==> src/logic/tosp_regs.svh <==
`ifndef TOSP_REGS_SVH
`define TOSP_REGS_SVH
// Register addresses
`define TOSP_A_PERIOD 4'h0
`define TOSP_A_DUTY_LO 4'h1
`define TOSP_A_DUTY_HI 4'h2
`define TOSP_A_CTRL 4'h3
`define TOSP_A_MODE 4'h4
`define TOSP_A_COMPARE 4'h5
`define TOSP_A_COUNT 4'h6
`define TOSP_A_STATUS 4'h7
`define TOSP_A_MASK 4'h8
// Timer control fields
`define TOSP_CTRL_ON 7
`define TOSP_CTRL_PRESCALE_SELECT_HI 6
`define TOSP_CTRL_PRESCALE_SELECT_LO 4
// Compare unit control fields
`define TOSP_CMP_EN 7
`define TOSP_CMP_FMT 4
// Operating select codes
`define TOSP_MODE_FREE 5'h00
`define TOSP_MODE_OS_RISE 5'h0c
`define TOSP_MODE_OS_FALL 5'h0d
// Status bits
`define TOSP_ST_MATCH 0
`define TOSP_ST_DUTY 1
`define TOSP_ST_TRIG 2
// Reset values
`define TOSP_RST_PERIOD 8'hff
`define TOSP_RST_BYTE 8'h00
// Restart holdoff in timer clocks after a reset edge
`define TOSP_RESTART_CLKS 2'h2
`endif

==> src/logic/tosp_pkg.sv <==
package tosp_pkg;
  typedef enum logic [1:0] {
    TOSP_IDLE,
    TOSP_ARMED,
    TOSP_RUN,
    TOSP_HOLD
  } tosp_state_t;
endpackage

==> src/logic/tosp_prescale.sv <==
`timescale 1ns/10ps
`include "tosp_regs.svh"
// Timer clock enable: system clock / 4, then prescale 2^sel
module tosp_prescale (
  // Clock, reset and enable
  input wire logic i_clk,
  input wire logic i_rst_n,
  input wire logic i_ce,
  // Control
  input wire logic i_run,
  input wire logic [2:0] i_sel,
  // Ticks
  output logic o_tick,
  output logic [1:0] o_frac
);
  typedef struct packed {
    logic [1:0] q4;
    logic [6:0] pre;
    logic tick;
  } tosp_pre_t;
  tosp_pre_t s_q, s_d;
  logic [6:0] lim;

  always_comb begin
    lim = 7'(({7'h00, 1'b1} << i_sel) - 8'h01);
    s_d = s_q;
    s_d.tick = 1'b0;
    if (!i_run) begin
      s_d.q4 = 2'h0;
      s_d.pre = 7'h00;
    end else begin
      s_d.q4 = 2'(s_q.q4 + 2'h1);
      if (s_q.q4 == 2'h3) begin
        if (s_q.pre >= lim) begin
          s_d.pre = 7'h00;
          s_d.tick = 1'b1;
        end else begin
          s_d.pre = 7'(s_q.pre + 7'h01);
        end
      end
    end
  end

  always_ff @(posedge i_clk or negedge i_rst_n) begin
    if (!i_rst_n) begin
      s_q <= '0;
    end else if (i_ce) begin
      s_q <= s_d;
    end
  end

  assign o_tick = s_q.tick;
  assign o_frac = s_q.pre[1:0];
endmodule

==> src/logic/tosp_top.sv <==
`timescale 1ns/10ps
`include "tosp_regs.svh"
// Behaviour
// - One-shot mode starts counting on first qualifying edge after run set.
// - Later edges clear count; counting resumes two timer clocks later.
// - Mode code 01100 is rising-edge, 01101 falling-edge start and reset.
// - Period match in one-shot resets timer and clears run bit.
// - Trigger edges ignored while run bit is clear.
// - Starting edge and each reset edge assert PWM drive, unless duty is zero.
// - Drive drops at pulse-width match, stays low until halt or edge.
// - Period is (period+1) times four clocks times prescale.
// - Count equal to period clears on next increment.
// - Same increment sets pin, unless duty is zero.
// - Same increment loads duty pair into 10-bit buffer.
// - No postscaler affects PWM frequency.
// - The period timer is 8 bits wide.
module tosp_top (
  // Clock, reset, enable
  input wire logic i_clk,
  input wire logic i_rst_n,
  input wire logic i_ce,
  // Register port
  input wire logic [3:0] i_addr,
  input wire logic [7:0] i_wdata,
  input wire logic i_wr,
  input wire logic i_rd,
  output logic [7:0] o_rdata,
  // Trigger and pin
  input wire logic i_trig,
  output logic o_pwm,
  output logic o_pwm_oe,
  // Interrupt
  output logic o_irq
);
  typedef struct packed {
    logic [7:0] period;
    logic [7:0] duty_lo;
    logic [7:0] duty_hi;
    logic [7:0] ctrl;
    logic [4:0] mode;
    logic [7:0] cmp;
    logic [7:0] count;
    logic [9:0] duty_buf;
    logic [2:0] status;
    logic [2:0] mask;
    logic trig_q;
    logic [1:0] hold;
    tosp_pkg::tosp_state_t st;
    logic pwm;
    logic irq;
    logic [7:0] rdata;
  } tosp_state_s_t;
  tosp_state_s_t s_q, s_d;

  logic tick;
  logic [1:0] frac;
  logic one_shot;
  logic edge_hit;
  logic [9:0] duty_pair;
  logic [9:0] count_ext;
  logic counting;

  tosp_prescale u_pre (
    .i_clk(i_clk),
    .i_rst_n(i_rst_n),
    .i_ce(i_ce),
    .i_run(s_q.ctrl[`TOSP_CTRL_ON]),
    .i_sel(s_q.ctrl[`TOSP_CTRL_PRESCALE_SELECT_HI:`TOSP_CTRL_PRESCALE_SELECT_LO]),
    .o_tick(tick),
    .o_frac(frac)
  );

  // alignment: left-justified puts top bits in the high byte
  always_comb begin
    if (s_q.cmp[`TOSP_CMP_FMT]) begin
      duty_pair = {s_q.duty_hi, s_q.duty_lo[7:6]};
    end else begin
      duty_pair = {s_q.duty_hi[1:0], s_q.duty_lo};
    end
  end

  assign one_shot = (s_q.mode == `TOSP_MODE_OS_RISE) || (s_q.mode == `TOSP_MODE_OS_FALL);
  assign edge_hit = (s_q.mode == `TOSP_MODE_OS_FALL) ? (s_q.trig_q && !i_trig) : (!s_q.trig_q && i_trig);
  assign count_ext = {s_q.count, frac};
  assign counting = (s_q.st == tosp_pkg::TOSP_RUN) || (!one_shot && s_q.ctrl[`TOSP_CTRL_ON]);

  always_comb begin
    s_d = s_q;
    s_d.trig_q = i_trig;
    s_d.rdata = 8'h00;
    // Register writes
    if (i_wr) begin
      case (i_addr)
        `TOSP_A_PERIOD: s_d.period = i_wdata;
        `TOSP_A_DUTY_LO: s_d.duty_lo = i_wdata;
        `TOSP_A_DUTY_HI: s_d.duty_hi = i_wdata;
        `TOSP_A_CTRL: s_d.ctrl = i_wdata;
        `TOSP_A_MODE: s_d.mode = i_wdata[4:0];
        `TOSP_A_COMPARE: s_d.cmp = i_wdata;
        `TOSP_A_COUNT: s_d.count = i_wdata;
        `TOSP_A_MASK: s_d.mask = i_wdata[2:0];
        default: ;
      endcase
    end
    // Reads; status clears on read, new events set below win
    if (i_rd) begin
      case (i_addr)
        `TOSP_A_PERIOD: s_d.rdata = s_q.period;
        `TOSP_A_DUTY_LO: s_d.rdata = s_q.duty_lo;
        `TOSP_A_DUTY_HI: s_d.rdata = s_q.duty_hi;
        `TOSP_A_CTRL: s_d.rdata = s_q.ctrl;
        `TOSP_A_MODE: s_d.rdata = {3'h0, s_q.mode};
        `TOSP_A_COMPARE: s_d.rdata = s_q.cmp;
        `TOSP_A_COUNT: s_d.rdata = s_q.count;
        `TOSP_A_STATUS: begin
          s_d.rdata = {5'h00, s_q.status};
          s_d.status = 3'h0;
        end
        `TOSP_A_MASK: s_d.rdata = {5'h00, s_q.mask};
        default: s_d.rdata = 8'h00;
      endcase
    end
    if (!s_q.ctrl[`TOSP_CTRL_ON] || !s_d.ctrl[`TOSP_CTRL_ON]) begin
      s_d.st = tosp_pkg::TOSP_IDLE;
      if (s_d.ctrl[`TOSP_CTRL_ON]) begin
        s_d.st = tosp_pkg::TOSP_ARMED;
      end
    end else begin
      case (s_q.st)
        tosp_pkg::TOSP_IDLE: s_d.st = tosp_pkg::TOSP_ARMED;
        tosp_pkg::TOSP_ARMED: begin
          if (one_shot && edge_hit) begin
            s_d.st = tosp_pkg::TOSP_RUN;
            s_d.count = 8'h00;
            s_d.duty_buf = duty_pair;
            s_d.pwm = (duty_pair != 10'h000);
            s_d.status[`TOSP_ST_TRIG] = 1'b1;
          end
        end
        tosp_pkg::TOSP_RUN,
        tosp_pkg::TOSP_HOLD: begin
          if (s_q.st == tosp_pkg::TOSP_HOLD && tick) begin
            s_d.hold = 2'(s_q.hold - 2'h1);
            if (s_q.hold == 2'h1) begin
              s_d.st = tosp_pkg::TOSP_RUN;
            end
          end
          // later edge restarts after two timer clocks
          if (edge_hit) begin
            s_d.st = tosp_pkg::TOSP_HOLD;
            s_d.hold = `TOSP_RESTART_CLKS;
            s_d.count = 8'h00;
            s_d.duty_buf = duty_pair;
            s_d.pwm = (duty_pair != 10'h000);
            s_d.status[`TOSP_ST_TRIG] = 1'b1;
          end
        end
        default: s_d.st = tosp_pkg::TOSP_IDLE;
      endcase
    end
    // one-shot drive drops at pulse width match
    if (one_shot && counting && !edge_hit && s_q.count == s_q.duty_buf[9:2] && tick) begin
      s_d.pwm = 1'b0;
      s_d.status[`TOSP_ST_DUTY] = 1'b1;
    end
    // standard PWM clears at extended match
    if (!one_shot && counting && count_ext == s_q.duty_buf) begin
      if (s_q.pwm) begin
        s_d.status[`TOSP_ST_DUTY] = 1'b1;
      end
      s_d.pwm = 1'b0;
    end
    // 8-bit count advances once per prescaled tick
    if (counting && tick && !(one_shot && edge_hit)) begin
      if (s_q.count == s_q.period) begin
        s_d.count = 8'h00;
        s_d.status[`TOSP_ST_MATCH] = 1'b1;
        if (one_shot) begin
          s_d.ctrl[`TOSP_CTRL_ON] = 1'b0;
          s_d.st = tosp_pkg::TOSP_IDLE;
          s_d.pwm = 1'b0;
        end else begin
          s_d.duty_buf = duty_pair;
          s_d.pwm = (duty_pair != 10'h000);
        end
      end else begin
        s_d.count = 8'(s_q.count + 8'h01);
      end
    end
    if (!s_d.ctrl[`TOSP_CTRL_ON] && one_shot) begin
      s_d.pwm = s_d.pwm && counting && s_d.ctrl[`TOSP_CTRL_ON];
    end
    s_d.irq = |(s_d.status & s_d.mask);
  end

  always_ff @(posedge i_clk or negedge i_rst_n) begin
    if (!i_rst_n) begin
      s_q <= '0;
      s_q.period <= `TOSP_RST_PERIOD;
      s_q.st <= tosp_pkg::TOSP_IDLE;
    end else if (i_ce) begin
      s_q <= s_d;
    end
  end

  assign o_rdata = s_q.rdata;
  assign o_pwm = s_q.pwm;
  assign o_pwm_oe = s_q.cmp[`TOSP_CMP_EN];
  assign o_irq = s_q.irq;

  halt_clears_on_a: assert property (@(posedge i_clk) disable iff (!i_rst_n)
    i_ce && one_shot && counting && tick && !edge_hit && s_q.count == s_q.period && !i_wr
    |=> !s_q.ctrl[`TOSP_CTRL_ON] && s_q.count == 8'h00)
    else $error("one-shot period match did not halt");

  idle_ignore_a: assert property (@(posedge i_clk) disable iff (!i_rst_n)
    i_ce && !s_q.ctrl[`TOSP_CTRL_ON] && !i_wr |=> s_q.st != tosp_pkg::TOSP_RUN)
    else $error("edge accepted while halted");

  first_edge_a: assert property (@(posedge i_clk) disable iff (!i_rst_n)
    i_ce && one_shot && s_q.st == tosp_pkg::TOSP_ARMED && edge_hit && !i_wr
    |=> s_q.st == tosp_pkg::TOSP_RUN)
    else $error("armed timer did not start on edge");

  restart_hold_a: assert property (@(posedge i_clk) disable iff (!i_rst_n)
    i_ce && one_shot && s_q.st == tosp_pkg::TOSP_RUN && edge_hit && !i_wr
    |=> s_q.count == 8'h00 && s_q.st == tosp_pkg::TOSP_HOLD)
    else $error("reset edge did not clear count");

  edge_drive_a: assert property (@(posedge i_clk) disable iff (!i_rst_n)
    i_ce && one_shot && s_q.st == tosp_pkg::TOSP_ARMED && edge_hit && !i_wr && duty_pair != 10'h000
    |=> s_q.pwm)
    else $error("start edge did not assert drive");

  zero_duty_a: assert property (@(posedge i_clk) disable iff (!i_rst_n)
    i_ce && !one_shot && counting && tick && s_q.count == s_q.period && duty_pair == 10'h000
    |=> !s_q.pwm)
    else $error("pin set with zero duty");

  duty_load_a: assert property (@(posedge i_clk) disable iff (!i_rst_n)
    i_ce && !one_shot && counting && tick && s_q.count == s_q.period && !i_wr
    |=> s_q.duty_buf == $past(duty_pair))
    else $error("duty not buffered at period");

  count_wrap_a: assert property (@(posedge i_clk) disable iff (!i_rst_n)
    i_ce && !one_shot && counting && tick && s_q.count == s_q.period && !i_wr
    |=> s_q.count == 8'h00)
    else $error("count did not clear at period");

  width_drop_a: assert property (@(posedge i_clk) disable iff (!i_rst_n)
    i_ce && one_shot && counting && tick && !edge_hit && s_q.count == s_q.duty_buf[9:2]
    |=> !s_q.pwm)
    else $error("drive stayed on past width match");

  restart_drive_a: assert property (@(posedge i_clk) disable iff (!i_rst_n)
    i_ce && one_shot && (s_q.st == tosp_pkg::TOSP_RUN || s_q.st == tosp_pkg::TOSP_HOLD) && edge_hit
    && !i_wr && duty_pair != 10'h000 |=> s_q.pwm)
    else $error("reset edge did not assert drive");

  hold_zero_a: assert property (@(posedge i_clk) disable iff (!i_rst_n)
    i_ce && one_shot && s_q.st == tosp_pkg::TOSP_HOLD && !i_wr |=> s_q.count == 8'h00)
    else $error("count moved during restart holdoff");

  std_clear_a: assert property (@(posedge i_clk) disable iff (!i_rst_n)
    i_ce && !one_shot && counting && count_ext == s_q.duty_buf && !(tick && s_q.count == s_q.period)
    |=> !s_q.pwm)
    else $error("pin not cleared at duty match");

  wrap_set_a: assert property (@(posedge i_clk) disable iff (!i_rst_n)
    i_ce && !one_shot && counting && tick && s_q.count == s_q.period && duty_pair != 10'h000
    |=> s_q.pwm)
    else $error("pin not set at period wrap");

  // timer clock at most quarter rate
  tick_space_a: assert property (@(posedge i_clk) disable iff (!i_rst_n)
    i_ce && tick |=> !tick [*3])
    else $error("timer ticks closer than four clocks");
endmodule

==> config.mk <==
export PLATFORM = sky130hd
export DESIGN_NAME = tosp_top
export DESIGN_NICKNAME = d
export VERILOG_FILES = /design/src/logic/tosp_pkg.sv /design/src/logic/tosp_prescale.sv /design/src/logic/tosp_top.sv
export VERILOG_INCLUDE_DIRS = /design/src /design/src/logic
export SDC_FILE = /design/constraint.sdc
export NUM_CORES = 1
export LEC_CHECK = 0
export BUFFER_PORTS_ARGS = -buffer_cell sky130_fd_sc_hd__buf_2
export CORE_MARGIN = 4
export CORE_UTILIZATION = 44
export DETAILED_ROUTE_END_ITERATION = 10
export GPL_TIMING_DRIVEN = 0
export PLACE_DENSITY = 0.61
export RECOVER_POWER = 25
export SKIP_LAST_GASP = 1
export SLEW_MARGIN = 20
export SYNTH_ARGS = -nofsm -noshare
export SYNTH_HDL_FRONTEND = slang
export SYNTH_SLANG_ARGS = --single-unit
==> constraint.sdc <==
create_clock -name i_clk -period 2.1 [get_ports i_clk]
set_input_delay 0.42 -clock i_clk [delete_from_list [all_inputs] [get_ports i_clk]]
set_output_delay 0.42 -clock i_clk [all_outputs]
set_load 0.01 [all_outputs]
==> flow_summary.json <==
{
  "maxCapViolCount": 0,
  "setup_viol": 23,
  "synthesis.instances": 512,
  "gp_congestion": 0.905,
  "drtPass1Iterations": 4,
  "drc": 0,
  "internal_power_mw": 3.53,
  "slowest_delay_ns": 0.40,
  "fp.dieW_microns": 119,
  "ant_nets": 0,
  "worstPathRequired_ns": 2.34,
  "mappedNetlistArea_sq_mm": 0.00546,
  "first_global_vias": 4354,
  "cp_top_family": "simple AND/OR/NAND/NOR gates",
  "synth.top_cell.area_share_pct": 39.4,
  "critPathBufInv": 3,
  "grt_pass1_wl_mm": 24.1,
  "ys_async_sr_fraction_pct": 100,
  "nFillCells": 1084,
  "crit_fanout": 5,
  "rsz0062_at_grt": "yes",
  "dp_hpwl_mm": 10.6,
  "synth_commonest_cells": "dfrtp_1, mux2_2, nand2_1",
  "cts_root_buffer": "clkbuf_16",
  "cts_sinks": 94,
  "endpoint_kind": "flip-flop",
  "rows": 40,
  "p_per_area_mw_per_mm2": 782,
  "highest_layer": "met4",
  "arrival_ns": 2.52,
  "yosysTopAreaCell": "dfrtp_1",
  "clockPowerShare_pct": 31.5,
  "status": "complete, but fails checks",
  "seqPwrFrac_pct": 46.6,
  "synth_edf_count": 0,
  "clk_pin_slew_ns": 0.06,
  "worst_pin_slew_ns": 0.850,
  "start_util_pct": 45.2,
  "synth_nets": 541,
  "drt_iter0_drc": 329,
  "clk_path_buf_depth": 2,
  "critPathKind": "reg -> reg",
  "wl_met3_microns": 543,
  "drv_slew": 0,
  "grt_max_degree": 66,
  "htreeDepth": 3,
  "ys.flop_type": "dfrtp_1",
  "ys_ff_latch": 94,
  "track_usage_pct": 21.6,
  "fmax_ghz": 0.437,
  "period_share_pct": 109,
  "crit_path_start_kind": "flip-flop",
  "sw_frac_of_total_pct": 30.6,
  "fin_cells": 737,
  "hold_ws_ns": 0.352,
  "syn_avg_cell_area_sq_um": 10.7,
  "drive_gt1_share_pct": 35.9,
  "vias": 4287,
  "synthToLayoutAreaGrowth_pct": 19.3,
  "synth_most_common_cell": "dfrtp_1",
  "die_area_sq_mm": 0.0142,
  "port-buffer-count": 25,
  "wl_met1_mm": 7.03,
  "leakagePower_nw": 2.81,
  "hp-start": "i_trig",
  "totalWireLength_mm": 15.3,
  "final_nets": 593,
  "hold_viol": 0,
  "wl_met2_mm": 7.41,
  "setup_ws_ns": -0.187,
  "hold_class": "in -> reg",
  "p_switching_mw": 1.56,
  "maxSlewHeadroom_pct": 43.2,
  "power.total_mw": 5.09,
  "clk_latency_ns": 0.35,
  "r2r_start": "s_q[51]",
  "die_h_microns": 119,
  "cts_tree": "built",
  "antenna_found_initial": 0,
  "core_region_area_sq_mm": 0.0121,
  "cp_slowest_cell": "nor4_4",
  "synth_area_leaders": "dfrtp_1, mux2_2, dfstp_2, mux2i_1, ha_1",
  "clock_skew_ns": 0.00806,
  "comb_power_share_pct": 21.9,
  "crit_start": "s_q[51]",
  "yosysWarnings": 0,
  "antennaDiodeCount": 0,
  "placedCellCount": 706,
  "yosysSeqAreaShare_pct": 43.3,
  "violations": "setup timing",
  "cp_common_cell": "a21oi_4",
  "wl_per_cell_microns": 20.8,
  "ioPinCount": 29,
  "path_cells": "and4bb_2, buf_6, a21oi_4, nor4_4, inv_2, a21oi_4, buf_12, mux2_2",
  "post-route-min-period_ns": 2.29,
  "ir_drop_mv": 0.444,
  "viasPerCell": 5.82,
  "netlist-cell-type-count": 73,
  "grt_overflow_total": 0,
  "numCtsBuffers": 9
}
kinds of logic (layout without fill, tap and decap cells):
logic type,after synthesis,after routing,share of synthesized area [%]
AO/OA/AOI/OAI,119,119,15.6
XOR/XNOR,21,21,3.37
adder cells (fa/ha/maj),11,11,2.52
buffers and inverters,51,108,4.54
flip-flops,94,94,43.3
multiplexers,83,83,16.8
AND/OR/NAND/NOR,133,133,13.9
placed cells by master, fill, tap and decap left out, types with 7 or more instances in the layout:
cell	instances
nor2b_1	7
clkbuf_1	13
and3_1	10
nand3_1	14
buf_6	7
dfstp_2	8
nand2_1	30
mux2i_1	15
xor2_1	10
ha_1	11
buf_4	25
nor2_1	16
dfrtp_1	81
a22oi_1	9
clkbuf_16	10
mux2_4	7
o2bb2ai_1	10
buf_2	31
a22o_1	14
a21oi_1	21
o21ai_0	13
mux2_2	60
xnor2_1	11
inv_1	9
path summary, 6_finish.rpt:
kind                       cells after the start  slack, ns       to
setup / recovery                               8      -0.19  s_q[22]
hold / removal                                 2       0.35  s_q[14]
setup reg to reg                               8      -0.19  s_q[22]
hold reg to reg                                1       0.49  s_q[13]
max in group asynchronous                      3       0.36  s_q[27]
min in group asynchronous                      2       0.67  s_q[11]
flip-flops by register name, indices dropped and copies added, names as in the netlist:
register      flops
o_pwm             1
o_irq             1
u_pre.s_q         7
u_pre.o_frac      2
count_ext         8
u_pre.o_tick      1
o_rdata           8
s_q              65
o_pwm_oe          1
cell type report:
type	instances	area (sq um)	area share (%)
flip-flops and latches	94	2370	36.4
clock inverters	3	17.5	0.269
multi-input cells	367	3060	46.9
inverters	11	41.3	0.634
clock buffers	13	270	4.15
repair buffers	50	359	5.52
plain buffers	31	186	2.86
well taps	168	210	3.23
per-layer routing:
metal,vias to the layer above,global-route usage [%]
met2,90,34.1
met5,-,0
met1,2169,29.1
met3,21,4.84
li1,2007,-
met4,0,7.73
metrics by stage:
step	cell area [sq um]	TNS, ns	util (%)	setup WS [ns]
floorplan	5460	0	-	0.00569
global placement	5800	-54.20	48.0	-0.584
detailed placement	5840	-20.02	48.4	-0.482
CTS	6270	-1.30	52.0	-0.0956
global route	6510	-4.54	54.0	-0.254
finish	6510	-2.44	54.0	-0.187
power by group through the flow:
stage / combinational [mW] / clock [mW] / sequential, mW
2_1_floorplan: 0.736 / 0 / 2.26
3_3_place_gp: 0.971 / 0 / 2.35
3_5_place_dp: 0.999 / 0 / 2.36
4_1_cts: 1.03 / 1.64 / 2.34
5_1_grt: 1.22 / 1.72 / 2.40
6_report: 1.12 / 1.60 / 2.37
repair_timing:
| action | 4_1_cts | 5_1_grt |
|---|---|---|
| endpoints found under the hold margin | 27 | 0 |
| endpoints found under the setup margin | 38 | 29 |
| hold buffers | 1 | 0 |
| pin swaps | 6 | 21 |
| cloned | 1 | 3 |
| setup buffers | 14 | 5 |
| gates resized for setup | 13 | 45 |
(Power assumes the default switching activity.)
